[src/prp_defines.svh]
`ifndef PRP_DEFINES_SVH
`define PRP_DEFINES_SVH

// Register byte offsets
`define PRP_OFS_BUS_MODE      14'h0000
`define PRP_OFS_CYCLE_LO      14'h0004
`define PRP_OFS_CYCLE_HI      14'h0008
`define PRP_OFS_BUS_WIDTH     14'h000C
`define PRP_OFS_STATUS        14'h0010

// Bus mode control fields
`define PRP_BMC_CKM_LSB       0
`define PRP_BMC_CKM_MSB       1
`define PRP_BMC_SPEC_BIT      4

// Status fields
`define PRP_ST_STOP_ACK       0
`define PRP_ST_MEM_BUSY       1
`define PRP_ST_STRAP_DONE     2

// Bus width defaults per strap code
`define PRP_WIDTH_32          16'hAAAA
`define PRP_WIDTH_16          16'h5555
`define PRP_WIDTH_8           16'h0000
`define PRP_WIDTH_RSVD        16'h0000

// Reset values before straps are applied
`define PRP_RST_CKM           2'h0
`define PRP_RST_SPEC          1'h0
`define PRP_RST_WIDTH         16'h0000

`define PRP_ADDR_BITS         14

`endif

[src/prp_pkg.sv]
package prp_pkg;

	typedef struct packed {
		logic        area_enable;
		logic [1:0]  clock_divide;
		logic [1:0]  bus_width;
		logic        bus_spec;
	} prp_strap_s;

	typedef enum logic [1:0] {
		PRP_W32,
		PRP_W16,
		PRP_W8,
		PRP_WRSVD
	} prp_width_e;

	typedef struct packed {
		logic [31:0] paddr;
		logic        pwrite;
		logic [31:0] pwdata;
	} prp_apb_req_s;

endpackage

[src/prp_top.sv]
// Functional notes
// - Drive enable high while read data returned
// - Bus clocks derived from main input; second input level only gates the low-delay clock
// - Stop request answered with stop acknowledge
// - Area enables loaded from enable strap
// - Divide strap copied into divide bits
// - Divided clock serves system and bus outputs
// - Width strap selects bus width default
// - Spec strap copied into spec bit
// - Retry on mode write or busy write
// - Reset clears all registers asynchronously
`timescale 1ns/10ps
`include "prp_defines.svh"

module prp_top #(
	parameter int N_AREAS = 8
) (
	input  wire logic               clk,
	input  wire logic               rst,
	input  wire logic               psel,
	input  wire logic               penable,
	input  wire prp_pkg::prp_apb_req_s apb_req,
	output logic [31:0]             prdata,
	output logic                    pready,
	output logic                    pslverr,
	input  wire prp_pkg::prp_strap_s straps,
	input  wire logic               mem_busy,
	input  wire logic               second_clock_in,
	input  wire logic               stop_request,
	output logic                    stop_ack,
	output logic                    retry_request,
	output logic                    read_data_drive,
	output logic                    bus_clock_out,
	output logic                    low_delay_bus_clock_out,
	output logic                    sys_clk_tick,
	output logic [N_AREAS-1:0]      area_enable_bits,
	output logic [1:0]              clock_divide_bits,
	output logic                    bus_spec_select,
	output logic [15:0]             bus_width_reg
);
	import prp_pkg::*;

	localparam int HALF = N_AREAS / 2;

	generate
		if (N_AREAS < 2 || N_AREAS > 32 || (N_AREAS % 2) != 0)
		begin : g_bad_areas
			$error("prp_top: N_AREAS must be even and 2..32");
		end
	endgenerate

	// ------------------------------------------------------------
	// Decode
	// ------------------------------------------------------------
	function automatic logic [2:0] reg_sel(input logic [`PRP_ADDR_BITS-1:0] a);
		logic [`PRP_ADDR_BITS-1:0] ofs;
		ofs = {a[`PRP_ADDR_BITS-1:2], 2'h0};
		case (ofs)
			`PRP_OFS_BUS_MODE:  reg_sel = 3'h1;
			`PRP_OFS_CYCLE_LO:  reg_sel = 3'h2;
			`PRP_OFS_CYCLE_HI:  reg_sel = 3'h3;
			`PRP_OFS_BUS_WIDTH: reg_sel = 3'h4;
			`PRP_OFS_STATUS:    reg_sel = 3'h5;
			default:            reg_sel = 3'h0;
		endcase
	endfunction

	function automatic logic [15:0] width_default(input logic [1:0] code);
		case (prp_width_e'(code))
			PRP_W32: width_default = `PRP_WIDTH_32;
			PRP_W16: width_default = `PRP_WIDTH_16;
			PRP_W8:  width_default = `PRP_WIDTH_8;
			default: width_default = `PRP_WIDTH_RSVD;
		endcase
	endfunction

	function automatic logic [31:0] mode_word(input logic [1:0] ckm, input logic spec);
		mode_word = 32'h0000_0000;
		mode_word[`PRP_BMC_CKM_MSB:`PRP_BMC_CKM_LSB] = ckm;
		mode_word[`PRP_BMC_SPEC_BIT] = spec;
	endfunction

	function automatic logic [31:0] status_word(input logic ack, input logic busy,
		input logic done);
		status_word = 32'h0000_0000;
		status_word[`PRP_ST_STOP_ACK] = ack;
		status_word[`PRP_ST_MEM_BUSY] = busy;
		status_word[`PRP_ST_STRAP_DONE] = done;
	endfunction

	logic [2:0]  sel_now;
	logic        setup_phase;
	logic        access_done;
	logic        wr_done;
	logic        wr_refused;
	logic        blocked_reg;
	logic        strap_done_reg;
	logic [1:0]  div_cnt_reg;
	logic [1:0]  div_last;
	logic        second_seen_reg;

	// Address bits above the low 14 never reach the decode
	assign sel_now     = reg_sel(apb_req.paddr[`PRP_ADDR_BITS-1:0]);
	assign setup_phase = psel && !penable;
	assign access_done = psel && penable && pready;
	// Writes while memory is busy are dropped; the retry tells software to redo them
	assign wr_refused  = mem_busy;
	assign wr_done     = access_done && apb_req.pwrite && !blocked_reg && sel_now != 3'h0;
	assign div_last    = clock_divide_bits;

	// ------------------------------------------------------------
	// APB answer: fixed one-cycle access phase
	// ------------------------------------------------------------
	always_ff @(posedge clk or posedge rst)
	begin
		if (rst)
		begin
			pready          <= 1'b0;
			pslverr         <= 1'b0;
			prdata          <= 32'h0000_0000;
			read_data_drive <= 1'b0;
		end
		else
		begin
			pready          <= setup_phase;
			pslverr         <= setup_phase && sel_now == 3'h0;
			read_data_drive <= setup_phase && !apb_req.pwrite && sel_now != 3'h0;
			prdata          <= 32'h0000_0000;
			if (setup_phase && !apb_req.pwrite)
			begin
				case (sel_now)
					3'h1: prdata <= mode_word(clock_divide_bits, bus_spec_select);
					3'h2: prdata <= 32'(area_enable_bits[HALF-1:0]);
					3'h3: prdata <= 32'(area_enable_bits[N_AREAS-1:HALF]);
					3'h4: prdata <= 32'(bus_width_reg);
					3'h5: prdata <= status_word(stop_ack, mem_busy, strap_done_reg);
					default: prdata <= 32'h0000_0000;
				endcase
			end
		end
	end

	// ------------------------------------------------------------
	// Retry
	// ------------------------------------------------------------
	always_ff @(posedge clk or posedge rst)
	begin
		if (rst)
			retry_request <= 1'b0;
		else
			retry_request <= setup_phase && apb_req.pwrite
				&& (sel_now == 3'h1 || (wr_refused && sel_now != 3'h0));
	end

	// Busy judged once, at setup, so busy drops and busy retries agree; mode writes also retry when not dropped
	always_ff @(posedge clk or posedge rst)
	begin
		if (rst)
			blocked_reg <= 1'b0;
		else
			blocked_reg <= setup_phase && wr_refused;
	end

	// ------------------------------------------------------------
	// Strap capture and configuration registers
	// ------------------------------------------------------------
	always_ff @(posedge clk or posedge rst)
	begin
		if (rst)
			strap_done_reg <= 1'b0;
		else
			strap_done_reg <= 1'b1;
	end

	always_ff @(posedge clk or posedge rst)
	begin
		if (rst)
		begin
			clock_divide_bits <= `PRP_RST_CKM;
			bus_spec_select   <= `PRP_RST_SPEC;
			bus_width_reg     <= `PRP_RST_WIDTH;
		end
		else if (!strap_done_reg)
		begin
			clock_divide_bits <= straps.clock_divide;
			bus_spec_select   <= straps.bus_spec;
			bus_width_reg     <= width_default(straps.bus_width);
		end
		else if (wr_done)
		begin
			if (sel_now == 3'h1)
			begin
				clock_divide_bits <= apb_req.pwdata[`PRP_BMC_CKM_MSB:`PRP_BMC_CKM_LSB];
				bus_spec_select   <= apb_req.pwdata[`PRP_BMC_SPEC_BIT];
			end
			if (sel_now == 3'h4)
				bus_width_reg <= apb_req.pwdata[15:0];
		end
	end

	genvar gi;
	generate
		for (gi = 0; gi < N_AREAS; gi++)
		begin : g_area
			always_ff @(posedge clk or posedge rst)
			begin
				if (rst)
					area_enable_bits[gi] <= 1'b0;
				else if (!strap_done_reg)
					area_enable_bits[gi] <= straps.area_enable;
				else if (wr_done && sel_now == ((gi < HALF) ? 3'h2 : 3'h3))
					area_enable_bits[gi] <= apb_req.pwdata[gi % HALF];
			end
		end
	endgenerate

	// ------------------------------------------------------------
	// Clock divider
	// ------------------------------------------------------------
	// Divided waveform is a registered copy of clk, so divide-by-1
	// cannot toggle and holds high; sys_clk_tick carries the rate.
	always_ff @(posedge clk or posedge rst)
	begin
		if (rst)
			div_cnt_reg <= 2'h0;
		else if (div_cnt_reg >= div_last)
			div_cnt_reg <= 2'h0;
		else
			div_cnt_reg <= div_cnt_reg + 2'h1;
	end

	// Second input is only seen as a level; a tied-low input keeps
	// the low-delay output parked low.
	always_ff @(posedge clk or posedge rst)
	begin
		if (rst)
			second_seen_reg <= 1'b0;
		else if (second_clock_in)
			second_seen_reg <= 1'b1;
	end

	always_ff @(posedge clk or posedge rst)
	begin
		if (rst)
		begin
			bus_clock_out           <= 1'b0;
			low_delay_bus_clock_out <= 1'b0;
			sys_clk_tick            <= 1'b0;
		end
		else
		begin
			bus_clock_out           <= {1'b0, div_cnt_reg, 1'b0} < {2'h0, div_last} + 4'h1;
			low_delay_bus_clock_out <= second_seen_reg
				&& ({1'b0, div_cnt_reg, 1'b0} < {2'h0, div_last} + 4'h1);
			sys_clk_tick            <= div_cnt_reg >= div_last;
		end
	end

	// ------------------------------------------------------------
	// Stop handshake
	// ------------------------------------------------------------
	always_ff @(posedge clk or posedge rst)
	begin
		if (rst)
			stop_ack <= 1'b0;
		else
			stop_ack <= stop_request;
	end

endmodule

[config.mk]
export PLATFORM = sky130hd
export DESIGN_NAME = prp_top
export DESIGN_NICKNAME = d
export VERILOG_FILES = /design/src/prp_pkg.sv /design/src/prp_top.sv
export VERILOG_INCLUDE_DIRS = /design/src /design/src/src
export SDC_FILE = /design/constraint.sdc
export NUM_CORES = 1
export LEC_CHECK = 0
export BUFFER_PORTS_ARGS = -buffer_cell sky130_fd_sc_hd__buf_2
export CAP_MARGIN = 20
export CORE_UTILIZATION = 45
export DETAILED_ROUTE_END_ITERATION = 16
export PLACE_DENSITY = 0.82
export SYNTH_ARGS = -nofsm -noshare
export SYNTH_HDL_FRONTEND = slang
export SYNTH_SLANG_ARGS = --single-unit
[constraint.sdc]
create_clock -name clk -period 2.15 [get_ports clk]
set_clock_uncertainty 0.05 [all_clocks]
set_input_delay 0.1075 -clock clk [delete_from_list [all_inputs] [get_ports clk]]
set_output_delay 0.1075 -clock clk [all_outputs]
set_load 0.05 [all_outputs]
=== Word level (Yosys, flattened, before mapping) ===
Index checks and enable logic that the tools add are counted.

* Flip-flop bits (word level): 72
* Input bits: 78
* Output and inout bits: 67
* Word-level logic and storage cells: 99

* $add $sub $neg: 2
* Order comparisons: 2
* Eq/ne operators: 15
* Muxes and demuxes: 30
* Reduce and logical (&&, ||, !) cells: 26

{| class="wikitable"
|+ Operators with widths
! operator !! number
|-
| 16-bit one-hot mux with 5 select lines || 1
|-
| 16-bit 2-to-1 mux || 4
|-
| 16-bit one-hot mux with 2 select lines || 1
|-
| 12-bit by 2-bit equality test with 1-bit output, second input constant || 2
|-
| 1-bit 2-to-1 mux || 19
|-
| 1-bit logical AND || 16
|-
| 3-bit one-hot mux with 5 select lines || 1
|-
| 12-bit by 1-bit equality test with 1-bit output, second input constant || 1
|-
| 12-bit by 3-bit equality test with 1-bit output, second input constant || 1
|-
| 12-bit logical NOT || 1
|-
| 2-bit 2-to-1 mux || 4
|-
| 2-bit by 1-bit inequality test with 1-bit output, second input constant || 4
|-
| 3-bit by 2-bit equality test with 1-bit output, second input constant || 2
|-
| 3-bit equality test, second input constant || 2
|-
| 2-bit AND reduction || 2
|-
| 2-bit by 1-bit adder with 3-bit output, second input constant || 1
|-
| 3-bit by 1-bit equality test with 1-bit output, second input constant || 1
|-
| 1-bit logical NOT || 3
|-
| 3-bit logical NOT || 1
|-
| 3-bit < comparator || 1
|-
| 3-bit nonzero test || 1
|-
| 2-bit by 1-bit adder with 2-bit output, second input constant || 1
|-
| 2-bit by 1-bit equality test with 1-bit output, second input constant || 1
|-
| 2-bit greater-or-equal comparator || 1
|-
| other kinds (3) || 3
|}

=== Depth between registers and ports, before layout ===
* Depth in word-level cells: 8
* Gate-level depth with buffers: 7

=== Worst setup path before layout ===
OpenSTA, ideal clock, no wires.

* Path type: reg-to-reg
* Start point: reg pready
* End point: reg area_enable_bits[0]
* Data arrival time: 1855 ps
* Data required time: 1975 ps
* Slack: 120 ps
* Stages on the path, launching flop included: 5
* Buffers on the path: 0
* Cells stage by stage: dfrtp_1 > nor2b_1 > nand4_1 > nor4_4 > mux2_4

* Word-level cells in the longest chain between the ends: 6

{| class="wikitable"
|+ RTL lines
! element !! RTL line !! source
|-
| from (decl) || prp_top.sv:24 || <nowiki>output logic pready,</nowiki>
|-
| from (signal assigned) || prp_top.sv:125 || <nowiki>pready <= setup_phase;</nowiki>
|-
| 1-bit logical AND || prp_top.sv:105 || <nowiki>assign access_done = psel && penable && pready;</nowiki>
|-
| 1-bit logical AND (3 in a row) || prp_top.sv:108 || <nowiki>assign wr_done = access_done && apb_req.pwrite && !blocked_reg && sel_now != 3'h0;</nowiki>
|-
| 1-bit logical AND || prp_top.sv:211 || <nowiki>else if (wr_done && sel_now == ((gi < HALF) ? 3'h2 : 3'h3))</nowiki>
|-
| 2-bit by 1-bit inequality test with 1-bit output (no source line) || n/a ||
|-
| to (signal, indexed assignment) || prp_top.sv:210 || <nowiki>area_enable_bits[gi] <= straps.area_enable;</nowiki>
|-
| to (signal, indexed assignment) || prp_top.sv:212 || <nowiki>area_enable_bits[gi] <= apb_req.pwdata[gi % HALF];</nowiki>
|-
| to (decl) || prp_top.sv:36 || <nowiki>output logic [N_AREAS-1:0] area_enable_bits,</nowiki>
|}

Every way passes these cells.
A chain may end at the register's enable or synchronous reset.

=== Worst setup path after layout ===
Ends and elaborated chain as after synthesis.

==> flow_metrics.py <==
metrics = {
    "outcome": {
        "outcome": "completed",
    },
    "sta": {
        "final_number_of_setup_violating_endpoints": 0,
        "grt_setup_unrepaired": "no",
        "worst_slew_pin_slew_ns": 0.7245,
        "finalHoldWorstSlack_ns": 0.006363,
        "hold_viol": 0,
        "maxSlewViolCount": 0,
        "timing.slew.headroom_pct": 51.63,
        "timing.setup.tns_ns": 0,
        "fin_crit_share_pct": 85.90,
        "timing.fmax_mhz": 541.5,
        "fin_crit_ns": 1.847,
    },
    "synthesis": {
        "synth_ff_type": "dfrtp_1",
        "yosysTopAreaCell": "dfrtp_1",
        "yosys_register_bits": 56,
        "synth_async_sr_flop_share_pct": 100.0,
        "synth_enable_flop_cells": 0,
        "netlist_top_cells_area": "dfrtp_1 (50%), a31oi_1 (5.1%), buf_4 (4.6%)",
        "synth.cell_area_mm2": 0.002801,
        "netlist-cell-type-count": 41,
        "gate_count_after_technology_mapping": 273,
        "post-synth-top-area-fraction_pct": 50.02,
        "postSynthAreaPerCell_um2": 10.26,
        "synth_top_cells_by_count": "dfrtp_1 (56), a31oi_1 (23), nand3_1 (22)",
        "post-synth-top-count-cell": "dfrtp_1",
        "ys.warnings.count": 0,
        "seq_total_area_yosys_pct": 50.02,
    },
    "setup_path": {
        "critPathTopFamily": "simple AND/OR/NAND/NOR gates",
        "crit_path_max_incr_delay_ns": 0.56,
        "worst_ep_arrival_time_ns": 2.00,
        "crit_path_start_kind": "flop",
        "cp_cell_sequence": "nor2b_1 > nand4_1 > nor4_4 > mux2_4",
        "worst-path-max-fanout": 4,
        "worst-path-buf-inv": 0,
        "setup.worst_path.class": "reg2reg",
        "critical-path-slowest-cell": "nor4_4",
        "end_kind": "flop",
        "worst-endpoint-required_ns": 2.30,
    },
    "drt": {
        "num_vias": 2487,
        "drt-total-wl_mm": 6.987,
        "drtPass1Iterations": 5,
        "detail_route.vias_per_cell": 5.601,
        "antenna_violating_nets_post_route": 0,
        "route.detailed.drc": 0,
        "drt-initial-drc-count": 140,
        "per_cell_routed_wire_length_um": 15.74,
    },
    "die": {
        "dieWidth_um": 80.90,
        "num_io_pins": 145,
        "fp-row-count": 28,
        "core_area_mm2": 0.005956,
        "start_util_pct": 47.04,
        "die_h_um": 80.90,
        "die-area_mm2": 0.006545,
    },
    "clock_network": {
        "cts_tree": "yes",
        "clock_root_buffer": "clkbuf_8",
        "clock-sinks": 56,
        "cts_buffer_depth": 2,
        "numCtsBuffers": 5,
        "clkSlewWorstSetupHoldPaths_ns": 0.10,
        "cts_repair_resize_count": 0,
        "clock_insertion_delay_worst_skew_ns": 0.32,
        "cts-htree-levels": 2,
    },
    "hold_path": {
        "hold_path_class": "in2reg",
    },
    "global_routing": {
        "grt_pass1_wl_mm": 11.14,
        "vias_in_the_first_global_route": 2268,
        "initial_antenna_violation_count": 0,
        "globalRouteTotalUtil_pct": 22.50,
        "grt_max_degree": 36,
        "globalRouteOverflowTotal": 0,
    },
    "power": {
        "cellLeakagePower_nw": 1.721,
        "pwr_density_cell_mw_per_mm2": 780.9,
        "irDropWorstVdd_v": 0.0004821,
    },
    "cells_and_area": {
        "finish.net_count": 451,
        "post-route-util_pct": 58.05,
        "count_of_antenna_diodes_in_the_layout": 0,
        "syn_to_final_growth_pct": 23.40,
        "final_area_mm2": 0.003457,
        "drive_above_1_share_pct": 33.88,
        "stdcell_count": 444,
    },
    "place": {
        "portBuffers": 92,
        "dpl.hpwl_mm": 5.042,
        "place_congestion": 0.8638,
        "post_dp_cell_area_mm2": 0.003281,
        "dpl.cell_count": 430,
    },
    "flow_run": {
        "count_of_maximum_capacitance_violations": 0,
    },
}
## layout make-up
| class | instances | area [um^2] |
|---|---|---|
| Clock inverter | 3 | 47.55 |
| Sequential cell | 56 | 1401 |
| Multi-Input combinational cell | 187 | 1212 |
| Clock buffer | 5 | 68.82 |
| Fill cell | 546 | 2499 |
| Tap cell | 75 | 93.84 |
| Timing Repair Buffer | 108 | 595.6 |
| Inverter | 10 | 37.54 |
## placed cells by master, fill, tap and decap left out, types with 3 or more instances in the layout
cell           count
mux2i_1            6
inv_1              9
ha_1               5
nand2_1           12
a21oi_1            4
o21ai_0           21
mux2_4             4
nor2_1            16
dfrtp_1           56
buf_2             92
o31ai_1            3
conb_1            17
buf_4             10
dlygate4sd3_1      6
nand4_1            5
nand2b_1           5
and3_1            12
a31oi_1           23
nand3_1           22
clkbuf_8           5
nor4_4             3
## final timing paths
kind	start	cells after the start	end	slack, ns
max in group asynchronous	rst	4	bus_width_reg[2]$_DFFE_PP0P_	0.99
min in group asynchronous	rst	3	bus_width_reg[11]$_DFFE_PP0P_	0.39
worst min-delay path	straps[4]	3	clock_divide_bits[1]$_DFFE_PP0P_	0.006
worst min register to register	second_seen_reg$_DFFE_PP0P_	1	second_seen_reg$_DFFE_PP0P_	0.44
worst max register to register	pready$_DFF_PP0_	4	area_enable_bits[0]$_DFFE_PP0P_	0.30
worst max-delay path	pready$_DFF_PP0_	4	area_enable_bits[0]$_DFFE_PP0P_	0.30
## stage by stage
stage	total power [W]	worst slack [ns]
after floorplan	0.001814	0.1200
after global placement	0.001974	0.3704
after detailed placement	0.002001	0.3388
after CTS	0.002720	0.3066
after global routing	0.002828	0.2073
final	0.002700	0.3032
## report_power, final
group	leakage [nW]	switching [W]	internal [W]
logic	0.963	0.000554	0.000216
clock network	0.0583	0.000360	0.000352
registers	0.699	0.0000690	0.00115
total	1.72	0.000984	0.00172
## timing repair
item | in CTS | in global routing
endpoints found under the setup margin | 0 | 0
setup buffers | 0 | 0
hold buffers | 6 | 0
endpoints found under the hold margin | 38 | 0
## per-layer routing
metal	GRT usage, %	part of all wire, %	vias up	routed length, um
met4	8.929	1.3	0	88
met2	36.64	49	127	3405
met1	28.61	42	1217	2952
li1	-	-	1132	-
met5	0	0	-	0
met3	5.506	7.7	11	540
## worst register-to-register path, delay by kind of cell (launching register included)
family	cells	cell delay, ns
AND/OR/NAND/NOR	3	0.99
flip-flops	1	0.36
multiplexers	1	0.34
## logic make-up (layout without fill, tap and decap cells)
family                     Yosys count  in the layout  share of synthesized area (%)
AOI/OAI and AO/OA                   61             61                          13.89
xor gates and xnor gates             1              1                         0.3127
adders and majority gates            5              5                          2.233
buffers and inverters               45            126                          8.709
DFF                                 56             56                          50.02
muxes                               10             10                          4.288
other                                2             17                         0.2681
and+or+nand+nor                     93             93                          20.28
No activity file was read; power rests on OpenSTA's default activity.
